===== src/shared/halt_monitor_pkg.sv =====
package halt_monitor_pkg;

    // Timing figures in their own units and the derived cycle counts
    localparam int CLK_HZ      = 200_000_000;
    localparam int T_AGREE_MS  = 100;
    localparam int T_LIMIT_MS  = 1000;
    localparam int T_RESP_MS   = 12;
    localparam int AGREE_CYC   = CLK_HZ / 1000 * T_AGREE_MS;
    localparam int LIMIT_CYC   = CLK_HZ / 1000 * T_LIMIT_MS;
    localparam int RESP_CYC    = CLK_HZ / 1000 * T_RESP_MS;
    localparam int CNT_W       = 28;

    // Register map, word indices on the Avalon slave (byte address bits 4:2)
    localparam int           ADDR_W      = 5;
    localparam logic [2:0]   IDX_CTRL    = 3'h0;
    localparam logic [2:0]   IDX_STATUS  = 3'h1;
    localparam logic [2:0]   IDX_FAULT   = 3'h2;
    localparam logic [2:0]   IDX_IRQ_ST  = 3'h3;
    localparam logic [2:0]   IDX_IRQ_CLR = 3'h4;
    localparam logic [2:0]   IDX_IRQ_EN  = 3'h5;

    // Control register fields
    localparam int CTRL_HW_MODE   = 0;
    localparam int CTRL_FAULT_RST = 1;

    // Guard status word fields
    localparam int ST_GUARD_OK    = 0;
    localparam int ST_GATE_PERMIT = 2;
    localparam int ST_INPUTS_ON   = 3;
    localparam int ST_HALT_REQ    = 4;
    localparam int ST_START_INH   = 5;

    // Guard fault word field
    localparam int FLT_DISCREP    = 9;

    // Interrupt event bits
    localparam int EV_HALT        = 0;
    localparam int EV_FAULT       = 1;

    typedef enum logic [2:0] {
        ST_RUN      = 3'b000,
        ST_OFF_WAIT = 3'b001,
        ST_BOTH_OFF = 3'b010,
        ST_ON_WAIT  = 3'b011,
        ST_ON_LATE  = 3'b100
    } mon_state_e;

    typedef struct packed {
        logic              read;
        logic              write;
        logic [ADDR_W-1:0] address;
        logic [31:0]       writedata;
        logic [3:0]        byteenable;
    } avs_req_s;

    typedef struct packed {
        mon_state_e        state;
        logic [CNT_W-1:0]  cnt;
        logic [1:0]        a_sync;
        logic [1:0]        b_sync;
        logic              hw_mode;
        logic              fault;
        logic              halt;
        logic              gate_en;
        logic [1:0]        irq_status;
        logic [1:0]        irq_en;
        logic              irq;
        logic              waitreq;
        logic [31:0]       rdata;
    } mon_regs_s;

    localparam mon_regs_s REGS_RESET = '{
        state: ST_BOTH_OFF, cnt: '0, a_sync: 2'h0, b_sync: 2'h0,
        hw_mode: 1'b0, fault: 1'b0, halt: 1'b1, gate_en: 1'b0,
        irq_status: 2'h0, irq_en: 2'h0, irq: 1'b0, waitreq: 1'b1, rdata: 32'h0
    };

endpackage : halt_monitor_pkg


===== src/core/safe_halt_monitor.sv =====
// Notes on behaviour
// [RQ1] Either safety input dropping forces every gate-drive signal off.
// [RQ2] Torque is disabled well within 12 ms of an input dropping.
// [RQ3] Halt request flag sets as soon as one input is off.
// [RQ4] Any input off shows start inhibit and halt request as 1.
// [RQ5] Second input not off within 100 ms of first posts discrepancy fault.
// [RQ6] No fault when second input returns within 1 s of first.
// [RQ7] Halt clears at once within 100 ms, else at the 1 s mark.
// [RQ8] Fault also posts if first input returns before second ever dropped.
// [RQ9] Fault reset accepted only after both inputs off for over 1 s.
// [RQ10] Controller must issue an explicit fault reset; no self clearing.
// [RQ11] Inputs govern torque only in hardwired mode, selected by controller.
// [RQ12] Channel faults are checked only on demand, never while running.
// [RQ13] Halt or fault shows gate permit disabled and guard not OK.
//
// Design decisions made here: register access over Avalon-MM and the register offsets.
`timescale 1ns/1ps
module safe_halt_monitor
    import halt_monitor_pkg::*;
#(
    parameter int AGREE_CYCLES = AGREE_CYC,
    parameter int LIMIT_CYCLES = LIMIT_CYC
)
(
    input  wire logic        clock_i,
    input  wire logic        rst_n_i,
    input  wire logic        safe_halt_input_a_i,
    input  wire logic        safe_halt_input_b_i,
    input  wire avs_req_s    avs_req_i,
    output logic [31:0]      avs_readdata_o,
    output logic             avs_waitrequest_o,
    output logic             gate_drive_enable_o,
    output logic             halt_request_o,
    output logic             discrepancy_fault_o,
    output logic             irq_o
);

    localparam logic [CNT_W-1:0] AGREE_N = CNT_W'(AGREE_CYCLES);
    localparam logic [CNT_W-1:0] LIMIT_N = CNT_W'(LIMIT_CYCLES);

    mon_regs_s        st_ff;
    mon_regs_s        nxt_st;
    logic             in_a;
    logic             in_b;
    logic             both_on;
    logic             both_off;
    logic             bus_req;
    logic             bus_accept;
    logic             wr_lane;
    logic [2:0]       word_idx;
    logic [31:0]      status_word;
    logic [31:0]      fault_word;
    logic [CNT_W-1:0] cnt_inc;

    // Synchronised channel levels; first stages feed only second stages
    assign in_a     = st_ff.a_sync[1];
    assign in_b     = st_ff.b_sync[1];
    assign both_on  = in_a & in_b;
    assign both_off = ~in_a & ~in_b;
    assign cnt_inc  = (st_ff.cnt == LIMIT_N) ? st_ff.cnt : st_ff.cnt + CNT_W'(1);

    // Bus handshake: first cycle of a request drops waitrequest next edge
    assign bus_req    = (avs_req_i.read | avs_req_i.write) & st_ff.waitreq;
    assign bus_accept = (avs_req_i.read | avs_req_i.write) & ~st_ff.waitreq;
    assign wr_lane    = avs_req_i.write & avs_req_i.byteenable[0];
    assign word_idx   = avs_req_i.address[4:2];

    // Guard status word as software sees it
    always_comb
    begin
        status_word = 32'h0;
        status_word[ST_GUARD_OK]    = ~st_ff.halt & ~st_ff.fault; // RQ13
        status_word[ST_GATE_PERMIT] = st_ff.gate_en; // RQ13
        status_word[ST_INPUTS_ON]   = both_on;
        status_word[ST_HALT_REQ]    = st_ff.halt; // RQ4
        status_word[ST_START_INH]   = st_ff.halt; // RQ4
        fault_word = 32'h0;
        fault_word[FLT_DISCREP] = st_ff.fault;
    end

    // Next-state logic for the whole monitor
    always_comb
    begin
        logic       fault_set;
        logic       fault_clr;
        logic [1:0] events;
        fault_set = 1'b0;
        fault_clr = 1'b0;
        events    = 2'h0;
        nxt_st    = st_ff;
        nxt_st.a_sync = {st_ff.a_sync[0], safe_halt_input_a_i};
        nxt_st.b_sync = {st_ff.b_sync[0], safe_halt_input_b_i};
        nxt_st.cnt    = cnt_inc;

        // Channel agreement tracking; timers only run once a channel drops
        case (st_ff.state)
            ST_RUN:
            begin
                nxt_st.cnt = '0; // RQ12
                if (both_off)
                    nxt_st.state = ST_BOTH_OFF;
                else if (!both_on)
                    nxt_st.state = ST_OFF_WAIT;
            end
            ST_OFF_WAIT:
            begin
                if (both_off)
                begin
                    nxt_st.state = ST_BOTH_OFF;
                    nxt_st.cnt   = '0;
                end
                else if (both_on)
                begin
                    fault_set    = 1'b1; // RQ8
                    nxt_st.state = ST_RUN;
                end
                else if (st_ff.cnt >= AGREE_N - CNT_W'(1))
                    fault_set = 1'b1; // RQ5
            end
            ST_BOTH_OFF:
            begin
                if (both_on)
                    nxt_st.state = ST_RUN;
                else if (!both_off)
                begin
                    nxt_st.state = ST_ON_WAIT;
                    nxt_st.cnt   = '0;
                end
            end
            ST_ON_WAIT:
            begin
                if (both_off)
                begin
                    nxt_st.state = ST_BOTH_OFF;
                    nxt_st.cnt   = '0;
                end
                else if (both_on)
                    nxt_st.state = (st_ff.cnt < AGREE_N) ? ST_RUN : ST_ON_LATE; // RQ7
                else if (st_ff.cnt >= LIMIT_N - CNT_W'(1))
                    fault_set = 1'b1; // RQ6
            end
            ST_ON_LATE:
            begin
                if (!both_on)
                begin
                    nxt_st.state = both_off ? ST_BOTH_OFF : ST_OFF_WAIT;
                    nxt_st.cnt   = '0;
                end
                else if (st_ff.cnt >= LIMIT_N - CNT_W'(1))
                    nxt_st.state = ST_RUN; // RQ7
            end
            default:
            begin
                nxt_st.state = ST_BOTH_OFF;
                nxt_st.cnt   = '0;
            end
        endcase

        // Fault checks only count while the torque-off mode is in force
        fault_set = fault_set & st_ff.hw_mode; // RQ11

        // Reset command needs both channels off past the full limit
        if (bus_accept && wr_lane && word_idx == IDX_CTRL && avs_req_i.writedata[CTRL_FAULT_RST] &&
            st_ff.state == ST_BOTH_OFF && both_off && st_ff.cnt == LIMIT_N)
            fault_clr = 1'b1; // RQ9 RQ10

        // A new fault wins over a reset in the same cycle
        if (fault_set)
            nxt_st.fault = 1'b1;
        else if (fault_clr)
            nxt_st.fault = 1'b0;

        nxt_st.halt    = (nxt_st.state != ST_RUN); // RQ3 RQ4
        // Gates off outside hardwired mode: no network path exists here
        nxt_st.gate_en = nxt_st.hw_mode & ~nxt_st.halt & ~nxt_st.fault; // RQ1 RQ2 RQ13

        // Register writes take effect on the accepting edge
        if (bus_accept && wr_lane)
        begin
            case (word_idx)
                IDX_CTRL:
                    nxt_st.hw_mode = avs_req_i.writedata[CTRL_HW_MODE]; // RQ11
                IDX_IRQ_CLR:
                    nxt_st.irq_status = st_ff.irq_status & ~avs_req_i.writedata[1:0];
                IDX_IRQ_EN:
                    nxt_st.irq_en = avs_req_i.writedata[1:0];
                default:
                    nxt_st.irq_en = st_ff.irq_en;
            endcase
        end
        // Mode change lands on the same edge as the gate decision
        nxt_st.gate_en = nxt_st.hw_mode & ~nxt_st.halt & ~nxt_st.fault; // RQ11

        // Sticky events; setting beats a clear in the same cycle
        events[EV_HALT]   = nxt_st.halt & ~st_ff.halt;
        events[EV_FAULT]  = nxt_st.fault & ~st_ff.fault;
        nxt_st.irq_status = nxt_st.irq_status | events;
        nxt_st.irq        = |(nxt_st.irq_status & nxt_st.irq_en);

        // Bus answer: one wait cycle, read data ready with waitrequest low
        nxt_st.waitreq = ~bus_req;
        if (bus_req && avs_req_i.read)
        begin
            case (word_idx)
                IDX_CTRL:    nxt_st.rdata = {31'h0, st_ff.hw_mode};
                IDX_STATUS:  nxt_st.rdata = status_word;
                IDX_FAULT:   nxt_st.rdata = fault_word;
                IDX_IRQ_ST:  nxt_st.rdata = {30'h0, st_ff.irq_status};
                IDX_IRQ_EN:  nxt_st.rdata = {30'h0, st_ff.irq_en};
                default:     nxt_st.rdata = 32'h0;
            endcase
        end
    end

    // State register
    always_ff @(posedge clock_i)
    begin
        if (!rst_n_i)
            st_ff <= REGS_RESET;
        else
            st_ff <= nxt_st;
    end

    // Outputs straight from the state register
    assign avs_readdata_o      = st_ff.rdata;
    assign avs_waitrequest_o   = st_ff.waitreq;
    assign gate_drive_enable_o = st_ff.gate_en;
    assign halt_request_o      = st_ff.halt;
    assign discrepancy_fault_o = st_ff.fault;
    assign irq_o               = st_ff.irq;
endmodule : safe_halt_monitor


===== config.mk =====
export PLATFORM = sky130hd
export DESIGN_NAME = safe_halt_monitor
export DESIGN_NICKNAME = d
export VERILOG_FILES = /design/src/shared/halt_monitor_pkg.sv /design/src/core/safe_halt_monitor.sv
export SDC_FILE = /design/constraint.sdc
export NUM_CORES = 1
export LEC_CHECK = 0
export BUFFER_PORTS_ARGS = -buffer_cell sky130_fd_sc_hd__buf_2
export CORE_UTILIZATION = 46
export DETAILED_ROUTE_END_ITERATION = 10
export GPL_TIMING_DRIVEN = 0
export PLACE_DENSITY = 0.73
export REMOVE_ABC_BUFFERS = 1
export SLEW_MARGIN = 20
export SYNTH_ARGS = -nofsm -noshare
export SYNTH_HDL_FRONTEND = slang
export SYNTH_SLANG_ARGS = --single-unit

===== constraint.sdc =====
create_clock -name clock_i -period 1.85 [get_ports clock_i]
set_clock_uncertainty 0.1 [all_clocks]
set_input_delay 0.185 -clock clock_i [delete_from_list [all_inputs] [get_ports clock_i]]
set_output_delay 0.185 -clock clock_i [all_outputs]
set_load 0.01 [all_outputs]

==> results.json <==
{
  "r2r_slack_ps": -150,
  "ys_seq_elements": 51,
  "crit_path_start_kind": "register",
  "final-max-slew-violation-count": 0,
  "final_nets": 409,
  "path_cells": "or4_4, nor4_4, o211ai_1, a211oi_2, buf_4, nor4b_4, o22ai_1",
  "dieArea_um2": 6297,
  "power_density_nw_per_um2": 609.0,
  "die_h_um": 79.36,
  "start_util_pct": 48.79,
  "drtAntennaViolNets": 0,
  "worstSetupPathType": "register to register",
  "hold_end": "avs_readdata_o[1]$_SDFFE_PN0P_",
  "clk_path_buf_depth": 2,
  "io_pins": 84,
  "cts_num_sinks": 51,
  "place_congestion": 0.8440,
  "yosysSeqAreaShare_pct": 37.09,
  "cts_buffers": 5,
  "fin_cells": 433,
  "critPathSlowestCell": "or4_4",
  "grt_pass1_wl_mm": 9.570,
  "synth_warnings": 0,
  "synth_edf_count": 0,
  "vias": 2275,
  "syn_to_final_growth_pct": 19.41,
  "post-route-util_pct": 58.26,
  "synthArstFlopShare_pct": 0,
  "grt_max_degree": 24,
  "cp-end-kind": "register",
  "drc": 0,
  "cp_data_required_time_ps": 2000,
  "fillers": 490,
  "cts_root_buf": "clkbuf_8",
  "fin_crit_ps": 1999,
  "final_area_um2": 3287,
  "drtIter0Drc": 218,
  "max_stage_delay_ps": 540,
  "hold_path.startpoint": "avs_req_i[42]",
  "r2r_end": "irq_o$_SDFF_PN0_",
  "worst_slack_ps": -149.1,
  "violations": "negative setup slack",
  "rows": 27,
  "setup_viol": 29,
  "synth_cells": 323,
  "hold_path.class": "primary input to register",
  "clock_latency_ps": 310,
  "rsz0062_at_grt": "true",
  "synth_top_area_share_pct": 37.09,
  "p_leak_nw": 1.279,
  "synth.largest_area_cell": "dfxtp_1",
  "synth.area.top_cells": "dfxtp_1 (37%), buf_4 (8.7%), nor2_1 (5.9%), xor2_1 (4.5%), xnor2_1 (3.8%)",
  "via_per_inst": 5.254,
  "total_power_w": 0.002002,
  "diodes": 0,
  "tightest_slew_ps": 515.1,
  "ys.flop_type": "dfxtp_1",
  "slew_headroom_pct": 65.66,
  "pre_cts_ws_ps": -332.3,
  "antenna_found_initial": 0,
  "synth_cell_types": 55,
  "synth_common_cells": "dfxtp_1 (51), nor2_1 (43), buf_4 (32)",
  "synth_most_common_cell": "dfxtp_1",
  "post-dp-hpwl_mm": 3.635,
  "finalHoldViolCount": 0,
  "cap_violations": 0,
  "drt_pre_antenna_iters": 5,
  "cts_tree": "yes",
  "wl_per_cell_um": 13.80,
  "grtUsageTotal_pct": 19.57,
  "fin_crit_sh_pct": 108.1,
  "port_buffers": 23,
  "core_area_um2": 5642,
  "post-place-cells": 399,
  "ir_worst_vdd_mv": 0.4282,
  "cp.arrival_ps": 2140,
  "r2r-start": "st_ff[63]$_SDFF_PN0_",
  "die_x_um": 79.36,
  "drive_above_1_share_pct": 27.70,
  "syn_area_per_cell_um2": 8.522,
  "crit_fanout": 3,
  "htreeDepth": 2,
  "status": "complete, but fails checks",
  "grt_pass1_vias": 2037,
  "gr-total-overflow": 0,
  "clk_pin_slew_ps": 100,
  "fmax_ghz": 0.5002,
  "wl_mm": 5.977,
  "whs_path_depth": 3,
  "reg2reg_depth": 7,
  "dpl-instance-area_um2": 2759,
  "syn_area_um2": 2753
}
placed cells by master, fill, tap and decap left out, types with 6 or more instances in the layout:
cell type,instances
and2_1,7
buf_2,23
buf_4,18
clkbuf_8,6
conb_1,25
dfxtp_1,31
dfxtp_2,15
inv_1,10
nand2_1,23
nand3_1,10
nand4_1,11
nor2_1,42
nor2b_1,8
nor3_1,6
o21ai_0,6
xnor2_1,12
xor2_1,14
per-stage QoR:
stage / setup TNS [ps] / hold WS (ps)
after floorplan: -216.2 / 156.8
after global placement: -6780 / 296.2
after detailed placement: -7688 / 297.9
after CTS: -590.9 / 71.57
after global routing: -3821 / 102.1
final: -1034 / 77.29
routing by layer:
metal  part of all wire [%]  vias up  GRT usage, %
met5                      0        -             0
li1                       -     1139             -
met3                    3.9        7         4.138
met2                     49       67         32.76
met1                     46     1062         25.27
met4                    1.1        0         5.455
where the power goes:
part	internal [W]	switching [W]	leakage, nW	total [W]
clock	0.000306	0.000384	0.0474	0.000690
sequential	0.00111	0.0000160	0.423	0.00112
combinational	0.0000777	0.000112	0.808	0.000190
worst max-delay path: cells and delay by family (launching register included):
kind,cells,cell delay [ps]
AO/OA/AOI/OAI,3,560
AND/OR/NAND/NOR,3,740
flip-flops,1,360
buffers and inverters,1,180
layout make-up:
cell class / count / area, µm² / area share (%)
clock buffer: 6 / 82.58 / 2.512
clock inverter: 2 / 16.27 / 0.4949
inverter: 10 / 37.54 / 1.142
multi-input combinational: 246 / 1692 / 51.47
sequential: 51 / 1059 / 32.20
tap: 72 / 90.09 / 2.741
timing repair buffer: 46 / 310.3 / 9.440
cells by family after synthesis:
logic type / synth area share [%]
simple gates: 30.50
buf+inv: 11.86
flops: 37.09
compound gates: 9.046
xor+xnor: 8.273
mux: 1.818
fa+ha+maj: 1.273
other cells: 0.1362
sequential cells by signal, indices dropped and copies added (netlist names):
signal,count
avs_readdata_o,6
avs_waitrequest_o,1
discrepancy_fault_o,1
gate_drive_enable_o,1
halt_request_o,1
in_a,1
in_b,1
irq_o,1
nxt_st,2
st_ff,36
worst max-delay path by stage:
stage	endpoint	start	slack (ps)
floorplan	irq_o$_SDFF_PN0_	st_ff[47]$_SDFF_PN0_	-100
detailed placement	irq_o$_SDFF_PN0_	st_ff[47]$_SDFF_PN0_	-330
global route	irq_o$_SDFF_PN0_	st_ff[63]$_SDFF_PN0_	-250
finish	irq_o$_SDFF_PN0_	st_ff[63]$_SDFF_PN0_	-150
global placement	irq_o$_SDFF_PN0_	st_ff[47]$_SDFF_PN0_	-320
CTS	irq_o$_SDFF_PN0_	st_ff[63]$_SDFF_PN0_	-140
timing repair:
action	4_1_cts	5_1_grt
hold endpoints to repair	3	0
setup buffers	9	10
resized for setup	37	16
pin swaps	20	6
cloned	1	2
setup endpoints to repair	35	35
hold buffers	4	0
(Power assumes the default switching activity.)
